$ cat src/civp_pkg.sv
// package: register map, field layout, reset values and event carrier
////////////////////////////////////////////////////////////////////////////////
// Function
// - vector reads 00 idle, 01 status change, 02..10 for message centers
// - vector register clears to 00 on reset
// - center 15 maps to 02, center k to k+2; lower vector wins
// - a source is raised only while its own enable is set, and stays shown if that enable is cleared later
// - vector updates regardless of any processor-side global interrupt enable
// - per-center status enable: success sets receive/transmit flag, raises status change
// - receive flag counts receipt alone in rate-detect mode, else receipt and store
// - per-center receive enable counts only receptions stored into the center
// - transfer with center enable sets its request bit; without enable stays 0
// - new success changes raise again once status was read since last
// - several status changes before clearing merge into one status change
// - error enable: change in status bits 6 or 7 raises vector 01
// - shown nonzero vector holds while its source stays active
// - simultaneous new sources: the higher priority one is shown
// - status read removes only 01, sets error code 111, keeps success flags
// - interrupt line active exactly while vector is nonzero
// - on clearing, load highest priority source still active
// - status read with center pending switches vector directly, line stays active
// - writing 0 to request bit clears center; vector 00 when nothing left
// - wake status bit is read only
`default_nettype none

package civp_pkg;
	localparam int NUM_CTR = 15;
	localparam int ADDR_W = 5;
	localparam int DATA_W = 32;

	// byte offsets on the register bus
	localparam logic [4:0] OFF_VECTOR = 5'h00;
	localparam logic [4:0] OFF_STATUS = 5'h04;
	localparam logic [4:0] OFF_CTRL = 5'h08;
	localparam logic [4:0] OFF_STATUS_CHANGE_IRQ_ENABLE = 5'h0c;
	localparam logic [4:0] OFF_ETI = 5'h10;
	localparam logic [4:0] OFF_ERI = 5'h14;
	localparam logic [4:0] OFF_REQ = 5'h18;
	localparam logic [4:0] OFF_SRC = 5'h1c;

	// vector encoding
	localparam logic [7:0] VEC_NONE = 8'h00;
	localparam logic [7:0] VEC_STATUS = 8'h01;
	localparam logic [7:0] VEC_CTR_BASE = 8'h02;
	localparam logic [7:0] VEC_MAX = 8'h10;

	// status byte fields
	localparam int ST_WAKE = 5;
	localparam int ST_RXS = 4;
	localparam int ST_TXS = 3;
	localparam logic [2:0] CODE_NONE = 3'h0;
	localparam logic [2:0] CODE_READ = 3'h7;

	// control register fields
	localparam int CTRL_ERROR_CHANGE_IRQ_ENABLE = 0;
	localparam int CTRL_RATE = 1;

	// reset values
	localparam logic [1:0] CTRL_RST = 2'h0;
	localparam logic [14:0] CTR_RST = 15'h0000;
	localparam logic [1:0] ERR_RST = 2'h0;
	localparam logic [31:0] RDATA_RST = 32'h0000_0000;

	// bit i of each center field belongs to center i+1
	typedef struct packed {
		logic [14:0] tx_ok;
		logic [14:0] rx_got;
		logic [14:0] rx_stored;
		logic code_vld;
		logic [2:0] code;
		logic [1:0] err_state;
		logic wake;
	} civp_engine_evt_t;
endpackage

`default_nettype wire

$ cat src/civp_prioritizer.sv
// top: register slave, center requests and the interrupt vector
`timescale 1ns/10ps
`default_nettype none

module civp_prioritizer (
	input wire logic mclk_i,
	input wire logic reset_i,
	input wire logic [4:0] avs_address_i,
	input wire logic avs_read_i,
	input wire logic avs_write_i,
	input wire logic [31:0] avs_writedata_i,
	input wire logic [3:0] avs_byteenable_i,
	output logic [31:0] avs_readdata_o,
	output logic avs_waitrequest_o,
	input wire civp_pkg::civp_engine_evt_t engine_evt_i,
	output logic can_irq_o,
	output logic [7:0] can_interrupt_vector_o
);
	logic wait_r;
	logic [31:0] rdata_r;
	logic [31:0] rd_mux;
	logic rd_acc;
	logic wr_acc;
	logic sel_status;
	logic sel_ctrl;
	logic sel_status_change_irq_enable;
	logic sel_eti;
	logic sel_eri;
	logic sel_req;
	logic [14:0] wmask;
	logic [1:0] ctrl_r;
	logic [14:0] status_change_irq_enable_r;
	logic [14:0] eti_r;
	logic [14:0] eri_r;
	logic [14:0] req_r;
	logic [14:0] req_set;
	logic [14:0] req_clr;
	logic [14:0] en_any;
	logic [7:0] vec_r;
	logic [7:0] vec_nxt;
	logic irq_r;
	logic cur_active;
	logic [7:0] status_w;
	logic [1:0] flags_w;
	logic stat_pend;
	logic stat_evt;
	logic stat_rd;
	logic stat_wr;

	////////////////////////////////////////////////////////////////////////////
	// bus slave: one wait cycle, then the access completes

	always_comb begin
		rd_acc = avs_read_i && !wait_r;
		wr_acc = avs_write_i && !wait_r;
		sel_status = avs_address_i == civp_pkg::OFF_STATUS;
		sel_ctrl = avs_address_i == civp_pkg::OFF_CTRL;
		sel_status_change_irq_enable = avs_address_i == civp_pkg::OFF_STATUS_CHANGE_IRQ_ENABLE;
		sel_eti = avs_address_i == civp_pkg::OFF_ETI;
		sel_eri = avs_address_i == civp_pkg::OFF_ERI;
		sel_req = avs_address_i == civp_pkg::OFF_REQ;
		wmask = {{7{avs_byteenable_i[1]}}, {8{avs_byteenable_i[0]}}};
		stat_rd = rd_acc && sel_status;
		stat_wr = wr_acc && sel_status && avs_byteenable_i[0];
	end

	// waitrequest drops for exactly the cycle in which the access lands
	always_ff @(posedge mclk_i or posedge reset_i) begin
		if (reset_i) wait_r <= 1'b1;
		else wait_r <= !(wait_r && (avs_read_i || avs_write_i));
	end

	// read data is sampled before the side effects of the same read
	always_comb begin
		rd_mux = civp_pkg::RDATA_RST;
		case (avs_address_i)
			civp_pkg::OFF_VECTOR: rd_mux[7:0] = vec_r;
			civp_pkg::OFF_STATUS: rd_mux[7:0] = status_w;
			civp_pkg::OFF_CTRL: rd_mux[1:0] = ctrl_r;
			civp_pkg::OFF_STATUS_CHANGE_IRQ_ENABLE: rd_mux[14:0] = status_change_irq_enable_r;
			civp_pkg::OFF_ETI: rd_mux[14:0] = eti_r;
			civp_pkg::OFF_ERI: rd_mux[14:0] = eri_r;
			civp_pkg::OFF_REQ: rd_mux[14:0] = req_r;
			civp_pkg::OFF_SRC: rd_mux[15:0] = {req_r, stat_pend};
			default: rd_mux = civp_pkg::RDATA_RST;
		endcase
	end

	always_ff @(posedge mclk_i or posedge reset_i) begin
		if (reset_i) rdata_r <= civp_pkg::RDATA_RST;
		else if (wait_r && avs_read_i) rdata_r <= rd_mux;
	end

	////////////////////////////////////////////////////////////////////////////
	// enables and mode bits

	always_ff @(posedge mclk_i or posedge reset_i) begin
		if (reset_i) ctrl_r <= civp_pkg::CTRL_RST;
		else if (wr_acc && sel_ctrl && avs_byteenable_i[0]) ctrl_r <= avs_writedata_i[1:0];
	end

	always_ff @(posedge mclk_i or posedge reset_i) begin
		if (reset_i) begin
			status_change_irq_enable_r <= civp_pkg::CTR_RST;
			eti_r <= civp_pkg::CTR_RST;
			eri_r <= civp_pkg::CTR_RST;
		end else if (wr_acc) begin
			if (sel_status_change_irq_enable) status_change_irq_enable_r <= (status_change_irq_enable_r & ~wmask) | (avs_writedata_i[14:0] & wmask);
			if (sel_eti) eti_r <= (eti_r & ~wmask) | (avs_writedata_i[14:0] & wmask);
			if (sel_eri) eri_r <= (eri_r & ~wmask) | (avs_writedata_i[14:0] & wmask);
		end
	end

	////////////////////////////////////////////////////////////////////////////
	// center request bits

	always_comb begin
		// receive path ignores rate-detect: only stored frames count
		req_set = (eti_r & engine_evt_i.tx_ok) | (eri_r & engine_evt_i.rx_stored);
		req_clr = (wr_acc && sel_req) ? (wmask & ~avs_writedata_i[14:0]) : civp_pkg::CTR_RST;
		en_any = eti_r | eri_r;
	end

	// writing 1 leaves a request alone; a new completion beats a clear
	always_ff @(posedge mclk_i or posedge reset_i) begin
		if (reset_i) req_r <= civp_pkg::CTR_RST;
		else req_r <= (req_r & ~req_clr) | req_set;
	end

	////////////////////////////////////////////////////////////////////////////
	// status byte and status-change source

	civp_status u_status (
		.mclk_i(mclk_i),
		.reset_i(reset_i),
		.evt_i(engine_evt_i),
		.status_change_irq_enable_i(status_change_irq_enable_r),
		.error_change_irq_enable_i(ctrl_r[civp_pkg::CTRL_ERROR_CHANGE_IRQ_ENABLE]),
		.rate_i(ctrl_r[civp_pkg::CTRL_RATE]),
		.rd_i(stat_rd),
		.wr_i(stat_wr),
		.wdata_i(avs_writedata_i[7:0]),
		.status_o(status_w),
		.pend_o(stat_pend),
		.evt_o(stat_evt)
	);

	assign flags_w = status_w[civp_pkg::ST_RXS:civp_pkg::ST_TXS];

	////////////////////////////////////////////////////////////////////////////
	// vector and interrupt line

	civp_vector_select u_select (
		.stat_pend_i(stat_pend),
		.req_i(req_r),
		.cur_i(vec_r),
		.nxt_o(vec_nxt),
		.cur_active_o(cur_active)
	);

	// no global enable here: masking is the processor's business
	always_ff @(posedge mclk_i or posedge reset_i) begin
		if (reset_i) begin
			vec_r <= civp_pkg::VEC_NONE;
			irq_r <= 1'b0;
		end else begin
			vec_r <= vec_nxt;
			irq_r <= vec_nxt != civp_pkg::VEC_NONE;
		end
	end

	always_comb begin
		avs_readdata_o = rdata_r;
		avs_waitrequest_o = wait_r;
		can_irq_o = irq_r;
		can_interrupt_vector_o = vec_r;
	end
endmodule // civp_prioritizer

`default_nettype wire

$ cat src/civp_status.sv
// status byte, success flags and the pending status-change flag
`timescale 1ns/10ps
`default_nettype none

module civp_status (
	input wire logic mclk_i,
	input wire logic reset_i,
	input wire civp_pkg::civp_engine_evt_t evt_i,
	input wire logic [14:0] status_change_irq_enable_i,
	input wire logic error_change_irq_enable_i,
	input wire logic rate_i,
	input wire logic rd_i,
	input wire logic wr_i,
	input wire logic [7:0] wdata_i,
	output logic [7:0] status_o,
	output logic pend_o,
	output logic evt_o
);
	logic [1:0] err_r;
	logic wake_r;
	logic rxs_r;
	logic txs_r;
	logic [2:0] code_r;
	logic pend_r;
	logic [14:0] rx_ok;
	logic art_set;
	logic code_evt;
	logic code_free;

	always_comb begin
		rx_ok = rate_i ? evt_i.rx_got : evt_i.rx_stored;
		// a software 0->1 on a flag acts as a change too
		art_set = wr_i && ((wdata_i[civp_pkg::ST_RXS] && !rxs_r)
			|| (wdata_i[civp_pkg::ST_TXS] && !txs_r));
		code_free = (code_r == civp_pkg::CODE_NONE) || (code_r == civp_pkg::CODE_READ);
		code_evt = evt_i.code_vld && code_free && (evt_i.code != civp_pkg::CODE_NONE)
			&& (evt_i.code != civp_pkg::CODE_READ);
		evt_o = (|((evt_i.tx_ok | rx_ok) & status_change_irq_enable_i))
			|| (error_change_irq_enable_i && (evt_i.err_state != err_r))
			|| ((|status_change_irq_enable_i) && (art_set || code_evt));
		status_o = {err_r, wake_r, rxs_r, txs_r, code_r};
		pend_o = pend_r;
	end

	// success flags: hardware only sets, software writes; set wins
	always_ff @(posedge mclk_i or posedge reset_i) begin
		if (reset_i) begin
			rxs_r <= 1'b0;
			txs_r <= 1'b0;
		end else begin
			if (|rx_ok) rxs_r <= 1'b1;
			else if (wr_i) rxs_r <= wdata_i[civp_pkg::ST_RXS];
			if (|evt_i.tx_ok) txs_r <= 1'b1;
			else if (wr_i) txs_r <= wdata_i[civp_pkg::ST_TXS];
		end
	end

	// first error of a frame sticks until a read marks it seen
	always_ff @(posedge mclk_i or posedge reset_i) begin
		if (reset_i) code_r <= civp_pkg::CODE_NONE;
		else if (evt_i.code_vld && code_free) code_r <= evt_i.code;
		else if (rd_i) code_r <= civp_pkg::CODE_READ;
	end

	// wake and error state follow the engine only, writes ignored
	always_ff @(posedge mclk_i or posedge reset_i) begin
		if (reset_i) begin
			err_r <= civp_pkg::ERR_RST;
			wake_r <= 1'b0;
		end else begin
			err_r <= evt_i.err_state;
			wake_r <= evt_i.wake;
		end
	end

	// many changes before the read collapse into this one flag
	always_ff @(posedge mclk_i or posedge reset_i) begin
		if (reset_i) pend_r <= 1'b0;
		else if (evt_o) pend_r <= 1'b1;
		else if (rd_i) pend_r <= 1'b0;
	end
endmodule // civp_status

`default_nettype wire

$ cat src/civp_vector_select.sv
// fixed-priority choice of the next interrupt vector
`timescale 1ns/10ps
`default_nettype none

module civp_vector_select (
	input wire logic stat_pend_i,
	input wire logic [14:0] req_i,
	input wire logic [7:0] cur_i,
	output logic [7:0] nxt_o,
	output logic cur_active_o
);
	logic [14:0] prio;
	logic [7:0] best;
	logic [3:0] cur_idx;

	// priority slot 0 is center 15, slot k is center k
	genvar g;
	generate
		for (g = 0; g < civp_pkg::NUM_CTR; g++) begin : g_prio
			if (g == 0) begin : g_top
				assign prio[g] = req_i[civp_pkg::NUM_CTR-1];
			end else begin : g_rest
				assign prio[g] = req_i[g-1];
			end
		end
	endgenerate

	always_comb begin
		best = civp_pkg::VEC_NONE;
		for (int i = civp_pkg::NUM_CTR - 1; i >= 0; i--) begin
			if (prio[i]) best = civp_pkg::VEC_CTR_BASE + 8'(i);
		end
		if (stat_pend_i) best = civp_pkg::VEC_STATUS;
		cur_idx = 4'(cur_i - civp_pkg::VEC_CTR_BASE);
		if (cur_i == civp_pkg::VEC_STATUS) begin
			cur_active_o = stat_pend_i;
		end else if (cur_i >= civp_pkg::VEC_CTR_BASE && cur_i <= civp_pkg::VEC_MAX) begin
			cur_active_o = prio[cur_idx];
		end else begin
			cur_active_o = 1'b0;
		end
		nxt_o = cur_active_o ? cur_i : best;
	end
endmodule // civp_vector_select

`default_nettype wire

$ cat config.mk
export PLATFORM = sky130hd
export DESIGN_NAME = civp_prioritizer
export DESIGN_NICKNAME = d
export VERILOG_FILES = /design/src/civp_pkg.sv /design/src/civp_prioritizer.sv /design/src/civp_status.sv /design/src/civp_vector_select.sv
export SDC_FILE = /design/constraint.sdc
export NUM_CORES = 1
export LEC_CHECK = 0
export ABC_AREA = 0
export BUFFER_PORTS_ARGS = -buffer_cell sky130_fd_sc_hd__buf_4
export CAP_MARGIN = 15
export CORE_MARGIN = 2
export CORE_UTILIZATION = 50
export DETAILED_ROUTE_END_ITERATION = 16
export PLACE_DENSITY = 0.8
export SETUP_SLACK_MARGIN = 0.02
export SKIP_CTS_REPAIR_TIMING = 1
export SLEW_MARGIN = 0
export SYNTH_ARGS = -nofsm -noshare
export SYNTH_HDL_FRONTEND = slang
export SYNTH_SLANG_ARGS = --single-unit
$ cat constraint.sdc
create_clock -name mclk_i -period 8.9 [get_ports mclk_i]
set_input_delay 1.78 -clock mclk_i [delete_from_list [all_inputs] [get_ports mclk_i]]
set_output_delay 1.78 -clock mclk_i [all_outputs]
set_load 0.005 [all_outputs]
======== Word-level counts from Yosys, hierarchy flattened ========
Cells that the tools add are included.
operators by class
  add/sub/neg operators ................... 1
  magnitude comparators ................... 3
  eq/ne operators ......................... 11
  multiplexer cells ....................... 35
  bitwise operators ....................... 18
  reduce and logical (&&, ||, !) cells .... 44
operators with widths
  operator                                                         count
  bitwise AND 15 bit                                               9
  bitwise OR 15 bit                                                6
  2-to-1 mux 5 bit                                                 16
  OR reduction 15 bit                                              4
  inverter 15 bit                                                  3
  case mux 6 bit (7 select lines)                                  1
  case mux 7 bit (5 select lines)                                  1
  2-to-1 mux 15 bit                                                2
  == test 5 bit (second input constant)                            4
  logical AND 1 bit                                                19
  case mux 2 bit (8 select lines)                                  1
  == test 5 x 4 -> 1 bit (second input constant)                   2
  2-to-1 mux 1 bit                                                 10
  == test 8 x 1 -> 1 bit (second input constant)                   1
  >= comparator 8 x 2 -> 1 bit (second input constant)             1
  less-or-equal comparator 8 x 5 -> 1 bit (second input constant)  1
  2-to-1 mux 8 bit                                                 1
  nonzero test 2 bit                                               4
  nonzero test 8 bit                                               1
  logical OR 1 bit                                                 6
  2-to-1 mux 3 bit                                                 2
  AND reduction 2 bit                                              3
  == test 5 x 3 -> 1 bit (second input constant)                   1
  zero test 5 bit                                                  1
  other kinds (9)                                                  12
storage, ports and cells
  register bits after elaboration ......... 97
  input bits .............................. 97
  output and inout port bits .............. 42
  logic and storage cells ................. 127

======== Logic depth before layout (Yosys ltp) ========
Gate-level depths: netlist of run 1.
  word-level depth ........................ 18
  depth in mapped cells ................... 9
  depth with buffers taken out ............ 7

======== Hierarchy ========
Synthesis of run 1 repeated with hierarchy kept, for this count alone.
second synthesis, totals
  cell total of the unflattened synthesis .. 545
  area total of the unflattened synthesis .. 5744.3 µm²
modules (own cells, without submodules)
  module              times used  cells each  area an instance (µm²)  sequential area each (µm²)
  civp_prioritizer    1           372         4357.9                  2203.4
  civp_status         1           102         874.6                   225.2
  civp_vector_select  1           71          511.7                   0.0

======== Worst setup path after synthesis of run 1 ========
No wires, ideal clock.
  kind .................................... in2reg
  from .................................... input avs_address_i[3]
  to ...................................... register with a tool-made name
  setup time .............................. 0.125 ns
  arrival time ............................ 2.965 ns
  data required time ...................... 8.775 ns
  slack ................................... 5.810 ns
  cell stages on the path ................. 4
  buffers on the path ..................... 2
  cells stage by stage .................... buf_2 buf_2 nor3_2 mux2_2
RTL lines
  what             line                   RTL
  start, declared  civp_prioritizer.sv:8  input wire logic [4:0] avs_address_i,

======== Worst setup path after layout of run 1 ========
  from .................................... input avs_address_i[4]
  to ...................................... register req_r[9]
between the ends
  cells in the longest elaborated chain, start to end .. 6
RTL lines
  what                  line                     RTL
  == test 5 bit         civp_prioritizer.sv:61   sel_req = avs_address_i == civp_pkg::OFF_REQ;
  logical AND 1 bit     civp_prioritizer.sv:120  req_clr = (wr_acc && sel_req) ? (wmask & ~avs_writedata_i[14:0]) : civp_pkg::CTR_RST;
  2-to-1 mux 15 bit     civp_prioritizer.sv:120
  inverter 15 bit       civp_prioritizer.sv:127  else req_r <= (req_r & ~req_clr) | req_set;
  bitwise AND 15 bit    civp_prioritizer.sv:127
  bitwise OR 15 bit     civp_prioritizer.sv:127
  end signal, assigned  civp_prioritizer.sv:126  if (reset_i) req_r <= civp_pkg::CTR_RST;
  end signal, assigned  civp_prioritizer.sv:127
  end, declared         civp_prioritizer.sv:35   logic [14:0] req_r;
No other way between the ends.
A chain may end at the register's enable or synchronous reset.

==> metrics.md, run 1 <==
| Metric | Value |
|---|---|
| Combinational share of power | `18.7%` |
| Initial antenna violation count | `0` |
| Internal | `about 800 uW` |
| CTS max path bufs | `2` |
| Worst slack at placement | `slightly above 5000 ps` |
| Inserted Clock Buffers | `9` |
| Most frequent cells in the layout | `buf_4, dfrtp_1, mux2_2, o21ai_0, nand2_1` |
| # IOs | `roughly 140` |
| Setup violators final | `0` |
| Sequential-to-total area share from yosys stat | `44.16%` |
| Worst Path Required | `9170 ps` |
| DR vias/cell | `6.490` |
| CP peak stage delay | `~370 ps` |
| Die Y | `108.9 microns` |
| Type of the setup path with the least slack | `input pin to flop` |
| Congestion Overflow GR | `0` |
| Clk pin slew, worst setup/hold paths | `90 ps` |
| Commonest non-fill, non-tap cell in the layout | `buf_4` |
| Worst Reg-to-Reg Cells | `7` |
| Hold path start | `avs_readdata_o[12]` |
| WHS Path Cells | `2` |
| Min Tclk post-route | `about 3600 ps` |
| Vias after detailed routing | `5075` |
| Switching Power | `369.1 uW` |
| Reg2reg setup slack | `between 6000 and 7000 ps` |
| Clock sink count | `97` |
| Synth unique cells | `53` |
| Max Cap Viol | `0` |
| Clock power frac | `30.2%` |
| CORE AREA | `0.01079 sq mm` |
| Most frequent CP cell | `buf_4` |
| Largest net degree at the start of global routing | `62` |
| Skew final | `8.665 ps` |
| Drt pass-1 iters | `5` |
| WL met2 | `between 7 and 8 mm` |
| Pwr dens | `roughly 180 mW/mm^2` |
| DIE WIDTH | `around 110 microns` |
| Ratio of cells with drive above 1 in the final layout | `32.55%` |
| Worst flop-to-flop path endpoint | `can_interrupt_vector_o[3]` |
| Gr usage total | `29.82%` |
| Buf/Inv on CP | `2` |
| DR WL/cell | `21.92 microns` |
| ANT nets after route | `0` |
| Met3 WL | `2.253 mm` |
| Worst-skew pair later-pin latency | `380 ps` |
| Hold Path Class | `flop to flop` |
| TritonCTS clock tree | `done` |
| Layout area overhead | `19.27%` |
| VDD IR-drop max | `about 90 uV` |
| Met1 Wirelength | `between 6 and 7 mm` |
| Initial DRC Count | `~530` |
| CTS Root Cell | `clkbuf_8` |
| Slew Limit Headroom | `34.38%` |
| Fin. Hold Viols | `0` |
| Top post-synthesis cells by area | `dfrtp_1, mux2_2, o21ai_0, a22oi_1, a21oi_1` |
| Detailed Route WL | `between 15 and 20 mm` |
| Inserted Diodes | `0` |
| Reg-to-reg startpoint | `can_interrupt_vector_o[1]` |
| Crit path cell chain | `buf_4, nor4b_4, buf_4, and2_1, nand3_1, o21ai_0, nand2_1` |
| Crit path max fanout | `32` |
| Min Hold Slack | `around 500 ps` |
| Yosys top cell area share | `43.69%` |
| Hold Path Sink | `avs_readdata_o[12]` |
| Final max-slew violation count | `0` |
| Effective utilization at floorplan | `50.95%` |
| RSZ-0062 raised after global routing | `no` |
| Fmax | `279.4 MHz` |
| Cell Rows | `38` |
| Vias in the first global route | `4783` |
| Top Metal Used | `met4` |
| PortBufs | `about 100` |
| Leakage | `0.002862 uW` |
| Tightest Pin Transition | `976.2 ps` |
| First-pass GRT wire length | `26.41 mm` |
| NumNets Final | `737` |
| Yosys warns | `0` |
| Status | `finished clean` |
| Crit share post-route | `40.21%` |
| Seq pwr share | `51.1%` |
| Setup crit end kind | `flop` |
| Critical-path top delay cell | `nand3_1` |
| Post-Syn Area per Cell | `10.18 sq um` |
| Arr. time, crit path | `about 3800 ps` |
| Synth Register Bits | `97` |
| Cell Area, Synth | `~0.0055 sq mm` |
| Synth area leader | `dfrtp_1` |
| Gate Count Post-Synth | `540` |
| Family with the most delay on the worst path | `simple AND/OR/NAND/NOR gates` |
| GPL Wtd Cong | `0.9527` |
| Switching Share | `31.90%` |
| DRC violations left | `0` |
| Dpl hpwl | `12.80 mm` |
| H-tree depth | `3` |
| Die Footprint | `0.01185 sq mm` |
| Critical Path Start Type | `input pin` |
| Setup TNS | `0 ps` |
| Final worst setup slack | `roughly 5300 ps` |
cell families after synthesis:
| kind of cell | Yosys count | share of synthesized area [%] |
|---|---|---|
| AO/OA/AOI/OAI | 157 | 17.45 |
| AND/OR/NAND/NOR | 141 | 14.47 |
| flip-flops | 97 | 44.16 |
| multiplexers | 89 | 18.04 |
| buffers and inverters | 50 | 4.869 |
| XOR/XNOR | 3 | 0.4779 |
| adder cells (fa/ha/maj) | 2 | 0.4550 |
| other | 1 | 0.06819 |
worst max-delay path by stage:
stage,startpoint,end,cells after the start
global placement,avs_address_i[4],req_r[14],7
finish,avs_address_i[4],req_r[9],7
CTS,avs_address_i[4],req_r[9],7
floorplan,reset_i,async pin,1
detailed placement,avs_address_i[4],req_r[8],7
global route,avs_address_i[4],req_r[8],7
routing by layer:
| layer | vias up | track usage [%] |
|---|---|---|
| li1 | 2195 | - |
| met1 | 2420 | 42.24 |
| met2 | 402 | 43.43 |
| met3 | 58 | 6.934 |
| met4 | 0 | 13.46 |
| met5 | - | 0 |
cell type report:
cell class | instances | area (sq um)
clock buffers | 9 | 123.9
clock inverters | 6 | 115.1
fillers | 914 | 4234
inverters | 13 | 50.05
multi-input cells | 411 | 2870
flip-flops and latches | 97 | 2429
well taps | 140 | 175.2
repair buffers | 106 | 795.8
Yosys cell counts, drive strengths merged:
cell and n:
dfrtp 96, mux2 71, o21ai 60, nand2 48
a21oi 39, buf 28, a22oi 27, nor2 18
mux2i 17, nor3 16, nor4 15, inv 13
clkbuf 9, nand3 9, nand4 9, a221oi 8
a32oi 4, and3 4, nor2b 4, o2bb2ai 4
and2 3, nand3b 3, nor3b 3, o2111ai 3
o22ai 3, or4 3, xor2 3, a31oi 2
ha 2, nand2b 2, o311ai 2, a21bo 1
a21o 1, a31o 1, and3b 1, and4 1
conb 1, dfstp 1, mux4 1, nand4b 1
nor4b 1, o211ai 1, o221ai 1
through the flow:
stage,power (uW),cell area [sq um],utilization (%),std cells
after detailed placement,804.2,6320,58.56,767
after CTS,1150,6559,60.77,782
after floorplan,694.5,5567,-,558
final,1157,6559,60.77,782
after global placement,794.0,6320,58.56,767
after global routing,1199,6559,60.77,782
power groups by stage:
stage | clock network, uW | logic (uW) | registers [uW]
after floorplan | 0 | 149 | 546
after global placement | 0 | 204 | 590
after detailed placement | 0 | 211 | 593
after CTS | 351 | 214 | 585
after global routing | 366 | 239 | 594
final | 349 | 216 | 592
worst min-delay path, cell delays in order, from the launching register on:
cell and delay (ps):
dfrtp_1 360, nand2_1 40, o21ai_0 60
Note: power is estimated with default switching activity, not from simulation.
==> run 2, diff against run 1 <==
--- a/config.mk
+++ b/config.mk
@@ -9,9 +9,9 @@
 export BUFFER_PORTS_ARGS = -buffer_cell sky130_fd_sc_hd__buf_4
 export CAP_MARGIN = 15
 export CORE_MARGIN = 2
-export CORE_UTILIZATION = 50
+export CORE_UTILIZATION = 49
 export DETAILED_ROUTE_END_ITERATION = 16
-export PLACE_DENSITY = 0.8
+export PLACE_DENSITY = 0.81
 export SETUP_SLACK_MARGIN = 0.02
 export SKIP_CTS_REPAIR_TIMING = 1
 export SLEW_MARGIN = 0
==> constraint.sdc (replaced) <==
create_clock -name mclk_i -period 3.2 [get_ports mclk_i]
set_input_delay 0.64 -clock mclk_i [delete_from_list [all_inputs] [get_ports mclk_i]]
set_output_delay 0.64 -clock mclk_i [all_outputs]
set_load 0.005 [all_outputs]
==> run 2 against run 1 <==
Net effect:
- worst setup slack worse by 4600 ps
- global-route usage down 0.28 points
- count of clock-buffer cells in the layout unchanged
- combinational power rose to 2.8 times the previous value
- critical endpoint is now can_interrupt_vector_o[3]
- largest cell class unchanged
- highest routed layer unchanged
==> metrics.md, run 2 (synthesis results as in run 1) <==
| Metric | Value |
|---|---|
| Die Footprint | `between 0.01 and 0.015 sq mm` |
| Commonest non-fill, non-tap cell in the layout | `buf_4` |
| Worst Path Required | `around 3500 ps` |
| DIE WIDTH | `109.9 microns` |
| Hold Path Class | `input pin to async pin` |
| Layout area overhead | `19.50%` |
| Initial antenna violation count | `0` |
| Ratio of cells with drive above 1 in the final layout | `32.87%` |
| Critical-path top delay cell | `dfrtp_1` |
| GR Util met1 | `42.38%` |
| Setup violators final | `0` |
| Final worst setup slack | `726.5 ps` |
| # IOs | `139` |
| Fill cells | `910` |
| VDD IR-drop max | `about 290 uV` |
| Detailed Route WL | `17.30 mm` |
| Seq pwr share | `52.2%` |
| Min Tclk post-route | `2473 ps` |
| Congestion Overflow GR | `0` |
| Switching Share | `32.80%` |
| Crit share post-route | `77.30%` |
| Worst Reg-to-Reg Cells | `7` |
| DR vias/cell | `6.454` |
| Pwr dens | `479.2 mW/mm^2` |
| Worst slack at placement | `around 780 ps` |
| DR WL/cell | `22.04 microns` |
| Vias after detailed routing | `about 5000` |
| Met3 Use GR | `7.113%` |
| Total power | `3149 uW` |
| Die Y | `109.9 microns` |
| Vias in the first global route | `4755` |
| TritonCTS clock tree | `done` |
| CP peak stage delay | `540 ps` |
| Drt pass-1 iters | `5` |
| GRT Max-Usage Layer | `met2` |
| Clk pin slew, worst setup/hold paths | `90 ps` |
| Fmax | `404.3 MHz` |
| Inserted Clock Buffers | `9` |
| Min Hold Slack | `~360 ps` |
| Cell Rows | `38` |
| Status | `finished clean` |
| Most frequent cells in the layout | `buf_4, dfrtp_1, mux2_2, o21ai_0, nand2_1` |
| RSZ-0062 raised after global routing | `no` |
| Met2 usage | `42.90%` |
| PortBufs | `103` |
| DRC violations left | `0` |
| Crit path max fanout | `9` |
| Setup crit end kind | `flop` |
| Inserted Diodes | `0` |
| Effective utilization at floorplan | `50.51%` |
| NumNets Final | `740` |
| CTS max path bufs | `2` |
| Internal | `2116 uW` |
| Arr. time, crit path | `2740 ps` |
| Setup TNS | `0 ps` |
| First-pass GRT wire length | `roughly 26 mm` |
| Final Util | `between 60 and 70%` |
| ANT nets after route | `0` |
| Leakage | `0.002868 uW` |
| CORE AREA | `~0.011 sq mm` |
| Skew final | `11.35 ps` |
| Initial DRC Count | `629` |
| Max Cap Viol | `0` |
| Tightest Pin Transition | `808.5 ps` |
| Slew Limit Headroom | `46.10%` |
| H-tree depth | `3` |
| Switching Power | `1033 uW` |
| Gr usage total | `between 20 and 30%` |
| Clock sink count | `97` |
| Critical Path Start Type | `flop` |
| Worst-skew pair later-pin latency | `around 380 ps` |
| CTS Root Cell | `clkbuf_8` |
| Combinational share of power | `a little under a fifth` |
| Family with the most delay on the worst path | `compound AO/OA/AOI/OAI gates` |
| Fin. Hold Viols | `0` |
| Clock power frac | `between 20% and 30%` |
| GPL Wtd Cong | `between 0.9 and 1` |
| Crit path depth | `7` |
| Crit path cell chain | `inv_1, ha_1, mux2i_1, o21ai_0, o2111ai_1, a21oi_2, mux2_2` |
| Type of the setup path with the least slack | `flop to flop` |
| Dpl hpwl | `between 10 and 15 mm` |
| Largest net degree at the start of global routing | `59` |
| Final max-slew violation count | `0` |
| Buf/Inv on CP | `1` |
-- run 2: worst paths after layout --
path	endpoint	from	slack [ps]
worst max-delay path	can_interrupt_vector_o[3]	can_interrupt_vector_o[1]	730
worst min-delay path	can_interrupt_vector_o[1]	reset_i	360
max in group asynchronous	avs_waitrequest_o	reset_i	2080
worst max register to register	can_interrupt_vector_o[3]	can_interrupt_vector_o[1]	730
worst min register to register	avs_readdata_o[10]	avs_readdata_o[10]	490
min in group mclk_i	u_status.wake_r	engine_evt_i[0]	370
-- run 2: final cells by class --
type	instances	area, sq um	area share [%]
clock buffer	9	123.9	1.885
clock inverter	6	92.59	1.409
inverter	13	50.05	0.7616
multi-input combinational	411	2870	43.68
sequential	97	2429	36.96
tap	140	175.2	2.666
timing repair buffer	109	830.8	12.64
-- run 2: worst reg2reg max path, delay by kind of cell (launching register included) --
| kind | cells | cell delay, ps |
|---|---|---|
| AO/OA/AOI/OAI | 3 | 710 |
| flip-flops | 1 | 540 |
| multiplexers | 2 | 540 |
| adder cells (fa/ha/maj) | 1 | 420 |
| buffers and inverters | 1 | 160 |
-- run 2: metal layers --
metal | up-vias | share of wire, % | wire (microns)
met1 | 2425 | 41 | 7086
met4 | 0 | 3.7 | 637
met3 | 50 | 13 | 2172
met2 | 397 | 43 | 7403
met5 | - | 0 | 0
li1 | 2194 | - | -
-- run 2: power groups by stage --
stage	sequential [uW]	combinational [uW]	clock (uW)
2_1_floorplan	1520	413	0
3_3_place_gp	1640	573	0
3_5_place_dp	1650	594	0
4_1_cts	1620	598	906
5_1_grt	1650	666	949
6_report	1640	606	898
-- run 2: stage by stage --
stage | instance area [sq um] | cells
after global placement | 6355 | 770
final | 6571 | 785
after CTS | 6571 | 785
after global routing | 6571 | 785
after floorplan | 5567 | 558
after detailed placement | 6355 | 770
